<file path="src/rtl/slp_defs.svh">
`ifndef SLP_DEFS_SVH
`define SLP_DEFS_SVH

// management register addresses
`define SLP_ADDR_CTRL 5'h10
`define SLP_ADDR_SHADOW 5'h1c

// shadow field of register 1ch and its write-enable bit
`define SLP_SHD_WE_BIT 15
`define SLP_SHD_MSB 14
`define SLP_SHD_LSB 10
`define SLP_SHD_SEL_LOW 5'h0d
`define SLP_SHD_SEL_HIGH 5'h0e
`define SLP_SHD_STRAP 5'h1e

// reset values of the selector pairs and of register 10h
`define SLP_SEL_LOW_RESET 8'h10
`define SLP_SEL_HIGH_RESET 8'h63
`define SLP_CTRL_RESET 16'h0000

// register 10h bit positions
`define SLP_CTRL_IRQ_DIS 12
`define SLP_CTRL_FORCE_ON 4
`define SLP_CTRL_FORCE_OFF 3

// indicator function codes
`define SLP_FN_RATE_LOW 4'h0
`define SLP_FN_RATE_HIGH 4'h1
`define SLP_FN_ACTIVITY 4'h3
`define SLP_FN_IRQ 4'h6
`define SLP_FN_OFF 4'he
`define SLP_FN_ON 4'hf

// test strap codes and address bases
`define SLP_TEST_NORMAL 2'b00
`define SLP_TEST_JTAG 2'b01
`define SLP_TEST_ADDR_HIGH 2'b11
`define SLP_ADDR_BASE_LOW 5'h00
`define SLP_ADDR_BASE_HIGH 5'h18

// settle count after reset release; straps are captured on the next cycle, four in all, synchroniser depth included
`define SLP_STRAP_SETTLE 2'd3

`endif

</file>
<file path="src/rtl/slp_pkg.sv">
`default_nettype none
package slp_pkg;

  typedef enum logic [1:0] {
    SLP_SPEED_10,
    SLP_SPEED_100,
    SLP_SPEED_1000
  } slp_speed_type;

  typedef enum logic [1:0] {
    SLP_MAC_3V3,
    SLP_MAC_2V5,
    SLP_MAC_LOW_SWING,
    SLP_MAC_RESERVED
  } slp_mac_mode_type;

  typedef enum logic {
    SLP_STRAP_WAIT,
    SLP_STRAP_RUN
  } slp_strap_state_type;

endpackage

`default_nettype wire

</file>
<file path="src/rtl/slp_indicator_drive.sv">
`timescale 1ns/1ps
`default_nettype none
`include "slp_defs.svh"

module slp_indicator_drive (
  // clock and reset
  input wire logic clk_i,
  input wire logic reset_i,
  // selection
  input wire logic enable_i,
  input wire logic [3:0] select_i,
  input wire logic [15:0] func_i,
  input wire logic active_low_i,
  input wire logic force_on_i,
  input wire logic force_off_i,
  // fixed-meaning overrides
  input wire logic override_en_i,
  input wire logic override_on_i,
  input wire logic jtag_en_i,
  input wire logic jtag_out_i,
  input wire logic jtag_oe_i,
  // pin drive
  output logic pin_out_o,
  output logic pin_oe_o
);

  logic next_out;
  logic next_oe;
  logic on;
  logic is_irq;

  // pick the function, apply force and polarity, then the pin driver style
  always_comb begin
    on = 1'b0;
    is_irq = 1'b0;
    next_out = 1'b0;
    next_oe = 1'b0;
    if (!enable_i) begin
      next_oe = 1'b0; // still sampling straps: pin is an input
    end else if (jtag_en_i) begin
      next_out = jtag_out_i;
      next_oe = jtag_oe_i;
    end else begin
      if (override_en_i) begin
        on = override_on_i;
      end else begin
        on = func_i[select_i];
        is_irq = (select_i == `SLP_FN_IRQ);
      end
      if (is_irq) begin
        next_out = 1'b0;
        next_oe = on; // open drain: pull low only while active
      end else begin
        if (force_on_i) begin
          on = 1'b1;
        end else if (force_off_i) begin
          on = 1'b0;
        end
        next_out = on ^ active_low_i;
        next_oe = 1'b1;
      end
    end
  end

  // pin driver flops
  always_ff @(posedge clk_i or posedge reset_i) begin
    if (reset_i) begin
      pin_out_o <= 1'b0;
      pin_oe_o <= 1'b0;
    end else begin
      pin_out_o <= next_out;
      pin_oe_o <= next_oe;
    end
  end

endmodule

`default_nettype wire

</file>
<file path="src/rtl/slp_pin_config.sv">
// Function
// - four indicator pins are strap inputs during reset, indicator outputs afterwards
// - strap high gives active-low output, strap low gives active-high output
// - four 4-bit selectors live in register 1ch shadows 01101 and 01110
// - pin one selector bits 3:0 reset 0000; pin two selector resets 0001
// - pin three bits 3:0 reset 0011; pin four bits 7:4 reset 0110
// - each function is an internal signal muxed to the pin by its selector
// - rate code pair: 00 gigabit, 01 hundred, 10 ten, 11 no link
// - test strap 01 hands pins three, two, one and address strap to jtag
// - test strap 00 or 11 means normal operation from strap pins
// - address is 0x0/0x1 with test strap 00, 0x18/0x19 with 11
// - pin four low: mac mode from pins three and two at reset
// - pin four high at reset enables compact rate indicator mode, except with test strap 01
// - compact mode pins two and one show 10 gigabit, 01 hundred, 11 otherwise
// - compact mode mac mode from pin three alone, low means 3.3 volt
// - pin four low: pin two is the low mac mode bit, active high
// - interrupt function pins are open drain unless overridden; others driven, except jtag pins one to three in test mode
// - register 10h bit 4 forces non-interrupt indicators on, bit 3 forces them off
`timescale 1ns/1ps
`default_nettype none
`include "slp_defs.svh"

module slp_pin_config (
  // clock and reset
  input wire logic clk_i,
  input wire logic reset_i,
  // indicator pins, two-way
  input wire logic [3:0] indicator_pin_in_i,
  output logic [3:0] indicator_pin_out_o,
  output logic [3:0] indicator_pin_oe_o,
  // strap pins
  input wire logic [1:0] test_strap_i,
  input wire logic address_strap_bit_i,
  // core status feeding the indicator functions
  input wire logic link_up_i,
  input wire slp_pkg::slp_speed_type link_speed_i,
  input wire logic activity_i,
  input wire logic interrupt_i,
  // test access port
  input wire logic jtag_tdo_i,
  input wire logic jtag_tdo_en_i,
  output logic jtag_tdi_o,
  output logic jtag_tms_o,
  output logic jtag_tck_o,
  // derived configuration
  output logic strap_done_o,
  output logic test_mode_o,
  output logic [4:0] phy_addr_o,
  output slp_pkg::slp_mac_mode_type mac_mode_o,
  output logic compact_rate_led_o,
  // management register port
  input wire logic mgmt_wr_i,
  input wire logic mgmt_rd_i,
  input wire logic [4:0] mgmt_addr_i,
  input wire logic [15:0] mgmt_wdata_i,
  output logic [15:0] mgmt_rdata_o,
  output logic mgmt_rvalid_o
);

  import slp_pkg::*;

  // pin synchronisers
  logic [6:0] pin_meta;
  logic [6:0] pin_sync;
  logic [3:0] ind_sync;
  logic [1:0] test_sync;
  logic addr_sync;

  // strap capture and configuration state
  slp_strap_state_type state, next_state;
  logic [1:0] settle, next_settle;
  logic [3:0] strap_pins, next_strap_pins;
  logic [1:0] strap_test, next_strap_test;
  logic strap_addr, next_strap_addr;
  logic next_test_mode;
  logic [4:0] next_phy_addr;
  slp_mac_mode_type next_mac_mode;
  logic next_compact;

  // registers
  logic [7:0] indicator_select_low_pair, next_sel_low;
  logic [7:0] indicator_select_high_pair, next_sel_high;
  logic [15:0] ctrl, next_ctrl;
  logic [4:0] shadow_ptr, next_shadow_ptr;
  logic [15:0] next_rdata;
  logic next_rvalid;
  logic [4:0] wr_shadow;

  // jtag pin samples
  logic next_tdi;
  logic next_tms;
  logic next_tck;

  // indicator functions and per-pin drive controls
  logic link_rate_code_low;
  logic link_rate_code_high;
  logic interrupt_indicator;
  logic [15:0] func_vec;
  logic [3:0] ovr_en;
  logic [3:0] ovr_on;
  logic [3:0] jtag_en;
  logic [3:0] jtag_out;
  logic [3:0] jtag_oe;
  logic [15:0] sel_all;

  // two flops on every pin before any logic reads it
  always_ff @(posedge clk_i or posedge reset_i) begin
    if (reset_i) begin
      pin_meta <= 7'h00;
      pin_sync <= 7'h00;
    end else begin
      pin_meta <= {address_strap_bit_i, test_strap_i, indicator_pin_in_i};
      pin_sync <= pin_meta;
    end
  end

  assign ind_sync = pin_sync[3:0];
  assign test_sync = pin_sync[5:4];
  assign addr_sync = pin_sync[6];

  // strap capture after reset release, then configuration derived once
  always_comb begin
    next_state = state;
    next_settle = settle;
    next_strap_pins = strap_pins;
    next_strap_test = strap_test;
    next_strap_addr = strap_addr;
    next_test_mode = test_mode_o;
    next_phy_addr = phy_addr_o;
    next_mac_mode = mac_mode_o;
    next_compact = compact_rate_led_o;
    case (state)
      SLP_STRAP_WAIT: begin
        if (settle == `SLP_STRAP_SETTLE) begin
          next_state = SLP_STRAP_RUN;
          next_strap_pins = ind_sync;
          next_strap_test = test_sync;
          next_strap_addr = addr_sync;
          next_test_mode = (test_sync == `SLP_TEST_JTAG);
          if (test_sync == `SLP_TEST_ADDR_HIGH) begin
            next_phy_addr = `SLP_ADDR_BASE_HIGH | {4'h0, addr_sync};
          end else if (test_sync == `SLP_TEST_NORMAL) begin
            next_phy_addr = `SLP_ADDR_BASE_LOW | {4'h0, addr_sync};
          end else begin
            next_phy_addr = `SLP_ADDR_BASE_LOW;
          end
          next_compact = ind_sync[3] && (test_sync != `SLP_TEST_JTAG);
          if (ind_sync[3]) begin
            next_mac_mode = slp_mac_mode_type'({ind_sync[2], 1'b0});
          end else begin
            next_mac_mode = slp_mac_mode_type'({ind_sync[2], ind_sync[1]});
          end
        end else begin
          next_settle = settle + 2'd1;
        end
      end
      SLP_STRAP_RUN: begin
        next_state = SLP_STRAP_RUN;
      end
      default: begin
        next_state = SLP_STRAP_WAIT;
      end
    endcase
  end

  always_ff @(posedge clk_i or posedge reset_i) begin
    if (reset_i) begin
      state <= SLP_STRAP_WAIT;
      settle <= 2'd0;
      strap_pins <= 4'h0;
      strap_test <= 2'b00;
      strap_addr <= 1'b0;
      test_mode_o <= 1'b0;
      phy_addr_o <= 5'h00;
      mac_mode_o <= SLP_MAC_3V3;
      compact_rate_led_o <= 1'b0;
      strap_done_o <= 1'b0;
    end else begin
      state <= next_state;
      settle <= next_settle;
      strap_pins <= next_strap_pins;
      strap_test <= next_strap_test;
      strap_addr <= next_strap_addr;
      test_mode_o <= next_test_mode;
      phy_addr_o <= next_phy_addr;
      mac_mode_o <= next_mac_mode;
      compact_rate_led_o <= next_compact;
      strap_done_o <= (next_state == SLP_STRAP_RUN);
    end
  end

  // management register access: 10h control, 1ch shadow-indexed
  assign wr_shadow = mgmt_wdata_i[`SLP_SHD_MSB:`SLP_SHD_LSB];

  always_comb begin
    next_sel_low = indicator_select_low_pair;
    next_sel_high = indicator_select_high_pair;
    next_ctrl = ctrl;
    next_shadow_ptr = shadow_ptr;
    next_rdata = mgmt_rdata_o;
    next_rvalid = 1'b0;
    if (mgmt_wr_i) begin
      if (mgmt_addr_i == `SLP_ADDR_CTRL) begin
        next_ctrl = mgmt_wdata_i;
      end else if (mgmt_addr_i == `SLP_ADDR_SHADOW) begin
        next_shadow_ptr = wr_shadow;
        if (mgmt_wdata_i[`SLP_SHD_WE_BIT] && wr_shadow == `SLP_SHD_SEL_LOW) begin
          next_sel_low = mgmt_wdata_i[7:0];
        end else if (mgmt_wdata_i[`SLP_SHD_WE_BIT] && wr_shadow == `SLP_SHD_SEL_HIGH) begin
          next_sel_high = mgmt_wdata_i[7:0];
        end
      end
    end
    if (mgmt_rd_i) begin
      next_rvalid = 1'b1;
      if (mgmt_addr_i == `SLP_ADDR_CTRL) begin
        next_rdata = ctrl;
      end else if (mgmt_addr_i == `SLP_ADDR_SHADOW && shadow_ptr == `SLP_SHD_SEL_LOW) begin
        next_rdata = {1'b0, shadow_ptr, 2'b00, indicator_select_low_pair};
      end else if (mgmt_addr_i == `SLP_ADDR_SHADOW && shadow_ptr == `SLP_SHD_SEL_HIGH) begin
        next_rdata = {1'b0, shadow_ptr, 2'b00, indicator_select_high_pair};
      end else if (mgmt_addr_i == `SLP_ADDR_SHADOW && shadow_ptr == `SLP_SHD_STRAP) begin
        next_rdata = {1'b0, shadow_ptr, strap_pins, strap_addr, strap_test, compact_rate_led_o, mac_mode_o};
      end else if (mgmt_addr_i == `SLP_ADDR_SHADOW) begin
        next_rdata = {1'b0, shadow_ptr, 10'h000};
      end else begin
        next_rdata = 16'h0000;
      end
    end
  end

  always_ff @(posedge clk_i or posedge reset_i) begin
    if (reset_i) begin
      indicator_select_low_pair <= `SLP_SEL_LOW_RESET;
      indicator_select_high_pair <= `SLP_SEL_HIGH_RESET;
      ctrl <= `SLP_CTRL_RESET;
      shadow_ptr <= 5'h00;
      mgmt_rdata_o <= 16'h0000;
      mgmt_rvalid_o <= 1'b0;
    end else begin
      indicator_select_low_pair <= next_sel_low;
      indicator_select_high_pair <= next_sel_high;
      ctrl <= next_ctrl;
      shadow_ptr <= next_shadow_ptr;
      mgmt_rdata_o <= next_rdata;
      mgmt_rvalid_o <= next_rvalid;
    end
  end

  // jtag input samples, only meaningful in test mode
  always_comb begin
    next_tdi = 1'b0;
    next_tms = 1'b0;
    next_tck = 1'b0;
    if (test_mode_o) begin
      next_tdi = ind_sync[1];
      next_tms = ind_sync[0];
      next_tck = addr_sync;
    end
  end

  always_ff @(posedge clk_i or posedge reset_i) begin
    if (reset_i) begin
      jtag_tdi_o <= 1'b0;
      jtag_tms_o <= 1'b0;
      jtag_tck_o <= 1'b0;
    end else begin
      jtag_tdi_o <= next_tdi;
      jtag_tms_o <= next_tms;
      jtag_tck_o <= next_tck;
    end
  end

  // internal indicator functions
  assign link_rate_code_high = !link_up_i || (link_speed_i == SLP_SPEED_10);
  assign link_rate_code_low = !link_up_i || (link_speed_i == SLP_SPEED_100);
  assign interrupt_indicator = interrupt_i && !ctrl[`SLP_CTRL_IRQ_DIS];

  always_comb begin
    func_vec = 16'h0000;
    func_vec[`SLP_FN_RATE_LOW] = link_rate_code_low;
    func_vec[`SLP_FN_RATE_HIGH] = link_rate_code_high;
    func_vec[`SLP_FN_ACTIVITY] = activity_i;
    func_vec[`SLP_FN_IRQ] = interrupt_indicator;
    func_vec[`SLP_FN_OFF] = 1'b0;
    func_vec[`SLP_FN_ON] = 1'b1;
  end

  // per-pin overrides: compact rate mode on pins one and two, jtag on one to three
  always_comb begin
    ovr_en = {2'b00, compact_rate_led_o, compact_rate_led_o};
    ovr_on = 4'h0;
    ovr_on[1] = !(link_up_i && link_speed_i == SLP_SPEED_100);
    ovr_on[0] = !(link_up_i && link_speed_i == SLP_SPEED_1000);
    jtag_en = {1'b0, {3{test_mode_o}}};
    jtag_out = {1'b0, jtag_tdo_i, 2'b00};
    jtag_oe = {1'b0, jtag_tdo_en_i, 2'b00};
  end

  assign sel_all = {indicator_select_high_pair, indicator_select_low_pair};

  // one driver per indicator pin
  genvar gi;
  generate
    for (gi = 0; gi < 4; gi = gi + 1) begin : g_pin
      slp_indicator_drive u_drive (
        .clk_i(clk_i),
        .reset_i(reset_i),
        .enable_i(state == SLP_STRAP_RUN),
        .select_i(sel_all[4*gi+3:4*gi]),
        .func_i(func_vec),
        .active_low_i(strap_pins[gi]),
        .force_on_i(ctrl[`SLP_CTRL_FORCE_ON]),
        .force_off_i(ctrl[`SLP_CTRL_FORCE_OFF]),
        .override_en_i(ovr_en[gi]),
        .override_on_i(ovr_on[gi]),
        .jtag_en_i(jtag_en[gi]),
        .jtag_out_i(jtag_out[gi]),
        .jtag_oe_i(jtag_oe[gi]),
        .pin_out_o(indicator_pin_out_o[gi]),
        .pin_oe_o(indicator_pin_oe_o[gi])
      );
    end
  endgenerate

endmodule

`default_nettype wire

</file>
<file path="config.mk">
export PLATFORM = sky130hd
export DESIGN_NAME = slp_pin_config
export DESIGN_NICKNAME = d
export VERILOG_FILES = /design/src/rtl/slp_pkg.sv /design/src/rtl/slp_indicator_drive.sv /design/src/rtl/slp_pin_config.sv
export VERILOG_INCLUDE_DIRS = /design/src /design/src/rtl
export SDC_FILE = /design/constraint.sdc
export NUM_CORES = 1
export LEC_CHECK = 0
export ABC_AREA = 0
export BUFFER_PORTS_ARGS = -buffer_cell sky130_fd_sc_hd__buf_2
export CORE_MARGIN = 3
export CORE_UTILIZATION = 35
export DETAILED_ROUTE_END_ITERATION = 6
export SLEW_MARGIN = 25
export SYNTH_ARGS = -nofsm -noshare
export SYNTH_HDL_FRONTEND = slang
export SYNTH_HIERARCHICAL = 1
export SYNTH_SLANG_ARGS = --single-unit
</file>
<file path="constraint.sdc">
create_clock -name clk_i -period 4.5 [get_ports clk_i]
set_clock_uncertainty 0.05 [all_clocks]
set_input_delay 0.675 -clock clk_i [delete_from_list [all_inputs] [get_ports clk_i]]
set_output_delay 0.675 -clock clk_i [all_outputs]
set_load 0.02 [all_outputs]
</file>
==> results of run 1 <==
==> power by group through the flow <==
| stage | Combinational (W) | Sequential, W | Clock (W) |
|---|---|---|---|
| floorplan | 0.000157 | 0.000970 | 0 |
| global placement | 0.000224 | 0.000981 | 0 |
| detailed placement | 0.000229 | 0.000983 | 0 |
| CTS | 0.000230 | 0.000966 | 0.000881 |
| global route | 0.000255 | 0.000976 | 0.000921 |
| finish | 0.000230 | 0.000967 | 0.000863 |
==> logic make-up after synthesis <==
family                   after synthesis  synth area share (%)
multiplexers                          76                  18.4
AND/OR/NAND/NOR                      114                  15.1
flip-flops                            94                  49.6
AO/OA/AOI/OAI                         73                  12.5
buffers and inverters                 32                  3.71
other                                  2                 0.158
adder cells (fa/ha/maj)                1                 0.263
XOR/XNOR                               1                 0.184
==> layout make-up <==
cell class,count,area [sq um],area share [%]
tap,172,215,3.69
multi-input combinational,334,2470,42.3
antenna,1,2.50,0.0429
clock buffer,11,253,4.33
timing repair buffer,76,385,6.60
inverter,17,66.3,1.14
clock inverter,5,88.8,1.52
sequential,94,2360,40.4
==> sequential cells by signal, indices dropped and copies added (netlist names), 4 cells and up <==
name	count
mgmt_rdata_o	16
indicator_select_low_pair	8
indicator_select_high_pair	8
shadow_ptr	5
pin_sync	7
ctrl	16
g_pin.u_drive/pin_out_o	4
pin_meta	7
g_pin.u_drive/pin_oe_o	4
strap_pins	4
==> per-stage QoR <==
| step | std cells | hold WS (ps) | setup WS (ps) | area, sq um | power [W] |
|---|---|---|---|---|---|
| floorplan | 460 | 281 | 1560 | 5000 | 0.00113 |
| global placement | 693 | 282 | 1880 | 5490 | 0.00120 |
| detailed placement | 693 | 285 | 1800 | 5490 | 0.00121 |
| CTS | 709 | 182 | 2110 | 5830 | 0.00208 |
| global route | 710 | 197 | 2010 | 5840 | 0.00215 |
| finish | 710 | 194 | 2110 | 5840 | 0.00206 |
==> per-layer routing <==
metal / up-vias / global-route usage (%) / share of wire [%]
met3: 17 / 4.15 / 5.2
met5: - / 0 / 0.078
li1: 1690 / - / -
met1: 1710 / 20.8 / 45
met4: 2 / 6.44 / 2.2
met2: 83 / 26.1 / 48
==> worst max-delay path by stage <==
stage	start	depth (start not counted)	to	slack, ps
finish	indicator_select_low_pair[0]	5	g_pin[0].u_drive/pin_out_o	2110
detailed placement	link_speed_i[0]	8	g_pin[3].u_drive/pin_out_o	1800
global placement	link_speed_i[0]	8	g_pin[2].u_drive/pin_out_o	1880
global route	indicator_select_high_pair[0]	5	g_pin[2].u_drive/pin_out_o	2010
floorplan	reset_i	1	compact_rate_led_o	1560
CTS	indicator_select_high_pair[0]	5	g_pin[2].u_drive/pin_out_o	2110
==> placed cells by master, fill, tap and decap left out, drive strengths merged, types with 3 or more instances in the layout <==
master,instances
dfrtp,89
buf,76
conb,69
mux2,52
mux2i,20
inv,19
nor2b,16
nor4,15
nand2b,14
nor3,14
nand2,13
a221o,11
nor2,11
o21ai,11
clkbuf,11
o2bb2ai,10
nand3,8
nor3b,6
a21oi,5
dfstp,5
and2,4
mux4,4
or2,4
o311ai,4
o41a,4
o22ai,4
and2b,4
a211oi,4
a2111o,4
o31a,4
o31ai,4
a32o,3
==> out/qor.csv, run 1 <==
stage,metric,value,unit
outcome,status,"complete, no violations",
worst_setup_path,crit_fanout,11,
layout,final_util,45.2,%
sta,fin_crit_sh,53.0,%
floorplan,start_util,36.7,%
clock_tree,clk_pin_slew,70,ps
synth,ys_top_cells_by_area,"dfrtp_1 47%, mux2_2 12%, mux2i_1 4.2%",
worst_setup_path,criticalPathCategory,flop to flop,
synth,syn_area,0.00475,sq mm
sta,rsz0062_at_grt,no,
min_path,min_path_type,input port to asynchronous set/reset pin,
worst_setup_path,reg2regPathDepth,5,
worst_setup_path,r2r_end,g_pin[0].u_drive/pin_out_o,
grt,grt_use_total,16.2,%
synth,synth_top_area_share,46.9,%
synth,ys_ff_latch,94,
placed_design,place_hpwl,8400,um
clock_tree,worstSkewPairLatency,340,ps
sta,max_freq,0.419,GHz
power_and_ir_drop,combPwrFrac,11.2,%
worst_setup_path,critPathTopFamily,compound AO/OA/AOI/OAI gates,
clock_tree,cts_hold_buf,0,
synth,synth_area_leader_cell,dfrtp_1,
worst_setup_path,cp_slowest_stage_delay,660,ps
sta,relSlewSlack,23.9,%
synth,synth_edf_count,0,
floorplan,die_area,0.0150,sq mm
worst_setup_path,worstPathCellList,mux4_2 -> nor3b_1 -> o41a_1 -> o31a_1 -> o31ai_1,
synth,synthCells,393,
route,drt-pass1-iter-count,4,
synth,ys.warnings.count,6,
synth,synth_flop_cell,dfrtp_1,
synth,ys_seq_area_share,49.6,%
sta,final_max_slew_viol_count,0,
route,ant_nets,0,
sta,final.setup.tns,0,ps
clock_tree,htree_levels,3,
worst_setup_path,worstPathRequired,4700,ps
worst_setup_path,slowest_stage,dfrtp_1,
layout,finalNetCount,572,
grt,grt-ovfl-total,0,
sta,setup_viol,0,
clock_tree,root_buffer,clkbuf_16,
synth,synth_cell_types,49,
clock_tree,cts.path.max_buffers,2,
grt,grt_max_degree,61,
floorplan,die_width,123,um
power_and_ir_drop,p_int,0.00154,W
grt,grt_pass1_wl,18500,um
layout,drive_gt1_share,31.3,%
clock_tree,cts_tree,yes,
clock_tree,cts_sinks,94,
worst_setup_path,r2r_start,indicator_select_low_pair[0],
worst_setup_path,crit_arrival,2590,ps
power_and_ir_drop,netSwitchingFraction,25.4,%
power_and_ir_drop,ir_drop,300,uV
synth,synth.top_cells.by_count,"89 x dfrtp_1, 52 x mux2_2, 20 x mux2i_1",
layout,nFillCells,1268,
route,vias_per_cell,4.93,
power_and_ir_drop,power.leakage,2.62,nW
power_and_ir_drop,clockPowerShare,41.9,%
worst_setup_path,r2r_slack,2110,ps
flow_run,drv_cap,0,
floorplan,die_h,123,um
clock_tree,cts_setup_buffers,0,
power_and_ir_drop,p_seq_share,46.9,%
floorplan,num_rows,41,
power_and_ir_drop,switching_power,0.000523,W
power_and_ir_drop,cellPowerDensity,353,mW/mm^2
route,vias,3502,
grt,antenna_found_initial,2,
clock_tree,cts-buffers-inserted,9,
grt,grt_pass1_vias,3459,
route,wl_per_cell,16.2,um
sta,worst_pin_slew,1140,ps
route,wirelength,11500,um
worst_setup_path,critPathLaunchType,flop,
sta,fin_crit,2390,ps
placed_design,globalplace.congestion,0.831,
floorplan,coreArea,0.0129,sq mm
route,drc,0,
clock_tree,ctsResizeCount,0,
synth,synthArstFlopShare,100,%
layout,area_growth_syn_to_layout,22.9,%
floorplan,ios,77,
worst_setup_path,critPathCaptureType,flop,
placed_design,port-buffer-count,74,
synth,yosysMostFrequentCell,dfrtp_1,
sta,hold_violations,0,
synth,avgSynthCellArea,12.1,sq um
route,drt_iter0_drc,183,
worst_setup_path,worst-path-buf-inv,0,
(Power assumes the default switching activity.)
==> run 2, diff against run 1 <==
==> constraint.sdc (replaced) <==
create_clock -name clk_i -period 2.4 [get_ports clk_i]
set_clock_uncertainty 0.05 [all_clocks]
set_input_delay 0.36 -clock clk_i [delete_from_list [all_inputs] [get_ports clk_i]]
set_output_delay 0.36 -clock clk_i [all_outputs]
set_load 0.02 [all_outputs]
==> run 2 against run 1 <==
Global-route usage is 0.81 points higher. Utilization is 0.52 points higher. Maximum frequency is 7.8% higher. Routed wire length is 3.4% higher. Sequential share of layout area is 0.46 points lower.
==> out/qor.csv, run 2 (synthesis results as in run 1) <==
stage,metric,value,unit,change
clock_tree,cts.path.max_buffers,2,,unchanged
clock_tree,cts_setup_buffers,0,,unchanged
placed_design,globalplace.congestion,0.789,,was 0.831
worst_setup_path,slowest_stage,dfstp_2,,was dfrtp_1
clock_tree,cts_tree,yes,,unchanged
worst_setup_path,critPathTopFamily,compound AO/OA/AOI/OAI gates,,unchanged
sta,max_freq,0.451,GHz,was 0.419 GHz
layout,finalNetCount,584,,was 572
worst_setup_path,worstPathCellList,mux4_2 -> nor3b_1 -> o41a_1 -> o31a_1 -> o31ai_1,,unchanged
floorplan,ios,77,,unchanged
clock_tree,ctsResizeCount,0,,unchanged
floorplan,die_width,123,um,unchanged
floorplan,die_h,123,um,unchanged
route,vias_per_cell,4.97,,was 4.93
worst_setup_path,r2r_slack,190,ps,was 2110 ps
route,met2_length,5980,um,was 5480 um
route,wirelength,11900,um,was 11500 um
power_and_ir_drop,power.leakage,2.66,nW,was 2.62 nW
flow_run,drv_cap,0,,unchanged
sta,final_max_slew_viol_count,0,,unchanged
sta,relSlewSlack,54.9,%,was 23.9%
layout,nFillCells,1216,,was 1268
sta,fin_crit_sh,92.3,%,was 53.0%
layout,drive_gt1_share,32.6,%,was 31.3%
route,highest_layer,met5,,unchanged
floorplan,die_area,0.0150,sq mm,unchanged
worst_setup_path,worstPathRequired,2590,ps,was 4700 ps
worst_setup_path,critPathLaunchType,flop,,unchanged
worst_setup_path,criticalPathCategory,flop to flop,,unchanged
layout,final_common_cell,dfrtp_1,,unchanged
sta,hold_violations,0,,unchanged
clock_tree,cts_sinks,94,,unchanged
route,drt-pass1-iter-count,4,,unchanged
sta,worst_pin_slew,677,ps,was 1140 ps
sta,rsz0062_at_grt,no,,unchanged
outcome,status,"complete, no violations",,unchanged
sta,fin_crit,2210,ps,was 2390 ps
grt,grt-ovfl-total,0,,unchanged
floorplan,num_rows,41,,unchanged
placed_design,port-buffer-count,74,,unchanged
clock_tree,cts-buffers-inserted,9,,unchanged
power_and_ir_drop,cellPowerDensity,633,mW/mm^2,was 353 mW/mm^2
worst_setup_path,worst-path-buf-inv,0,,unchanged
route,drt-met1-wl,5010,um,was 5140 um
grt,grt_use_total,17.0,%,was 16.2%
floorplan,start_util,36.7,%,unchanged
route,wl_met3,610,um,was 594 um
grt,grt_max_degree,54,,was 61
worst_setup_path,crit_fanout,2,,was 11
route,ant_nets,0,,unchanged
power_and_ir_drop,ir_drop,465,uV,was 300 uV
min_path,min_path_type,input port to flop,,was input port to asynchronous set/reset pin
layout,finalInstanceArea,0.00590,sq mm,was 0.00584 sq mm
clock_tree,worstSkewPairLatency,340,ps,about the same
worst_setup_path,critPathCaptureType,flop,,unchanged
route,drc,0,,unchanged
worst_setup_path,cp_slowest_stage_delay,540,ps,was 660 ps
grt,antenna_found_initial,1,,was 2
grt,grt_pass1_vias,3816,,was 3459
floorplan,coreArea,0.0129,sq mm,unchanged
clock_tree,cts_hold_buf,1,,was 0
layout,final_cell_mix,"89 x dfrtp_1, 74 x buf_2, 69 x conb_1, 52 x mux2_2, 20 x mux2i_1",,unchanged
clock_tree,clk_pin_slew,70,ps,about the same
power_and_ir_drop,p_total,0.00374,W,was 0.00206 W
clock_tree,htree_levels,3,,unchanged
sta,setup_viol,0,,unchanged
layout,area_growth_syn_to_layout,24.3,%,was 22.9%
grt,grt_pass1_wl,19400,um,was 18500 um
sta,final.setup.tns,0,ps,unchanged
layout,reg_top3,"ctrl: 16 flops, mgmt_rdata_o: 16 flops",,unchanged
placed_design,place_hpwl,8780,um,was 8400 um
route,wl_per_cell,16.4,um,was 16.2 um
route,vias,3590,,was 3502
clock_tree,root_buffer,clkbuf_16,,unchanged
placed_design,dpl-instance-area,0.00558,sq mm,was 0.00549 sq mm
route,drt_iter0_drc,220,,was 183
worst_setup_path,crit_arrival,2410,ps,was 2590 ps
run 2: worst register-to-register path: cells and delay by family, from the launching register on:
kind               cells  cell delay (ps)
muxes                  1              480
AOI/OAI and AO/OA      3              880
and+or+nand+nor        1              160
DFF                    1              540
run 2: final timing paths:
kind	from	endpoint	cells past startpoint
max reg2reg	indicator_select_high_pair[0]	g_pin[2].u_drive/pin_out_o	5
min reg2reg	pin_meta[4]	pin_sync[4]	0
min	indicator_pin_in_i[3]	pin_meta[3]	1
max	indicator_select_high_pair[0]	g_pin[2].u_drive/pin_out_o	5
max in group asynchronous	reset_i	settle[1]	4
min in group asynchronous	reset_i	g_pin[1].u_drive/pin_oe_o	3
run 2: where the power goes:
| group | internal, W | total, W | switching, W |
|---|---|---|---|
| clock network | 0.000870 | 0.00147 | 0.000604 |
| registers | 0.00170 | 0.00180 | 0.000100 |
| logic | 0.000210 | 0.000465 | 0.000255 |
run 2: layer usage:
| layer | global-route usage, % | up-vias |
|---|---|---|
| li1 | - | 1709 |
| met1 | 20.9 | 1770 |
| met2 | 28.8 | 89 |
| met3 | 4.10 | 20 |
| met4 | 6.65 | 2 |
| met5 | 0 | - |
run 2: final cells by class:
| type | count | area (sq um) | area share [%] |
|---|---|---|---|
| Antenna cell | 1 | 2.50 | 0.0424 |
| Clock buffer | 12 | 256 | 4.34 |
| Clock inverter | 4 | 53.8 | 0.911 |
| Inverter | 17 | 67.6 | 1.14 |
| Multi-Input combinational cell | 334 | 2470 | 41.9 |
| Sequential cell | 94 | 2360 | 39.9 |
| Tap cell | 172 | 215 | 3.64 |
| Timing Repair Buffer | 88 | 478 | 8.09 |
run 2: stage by stage:
stage                     worst slack (ps)  util [%]  std cells  hold WS, ps
after global routing                  80.7      45.7        721         48.2
after CTS                              194      45.6        721         52.4
after floorplan                        185         -        460         51.2
after global placement                64.6      43.1        704          257
final                                  185      45.7        722         69.2
after detailed placement              8.42      43.1        704          258
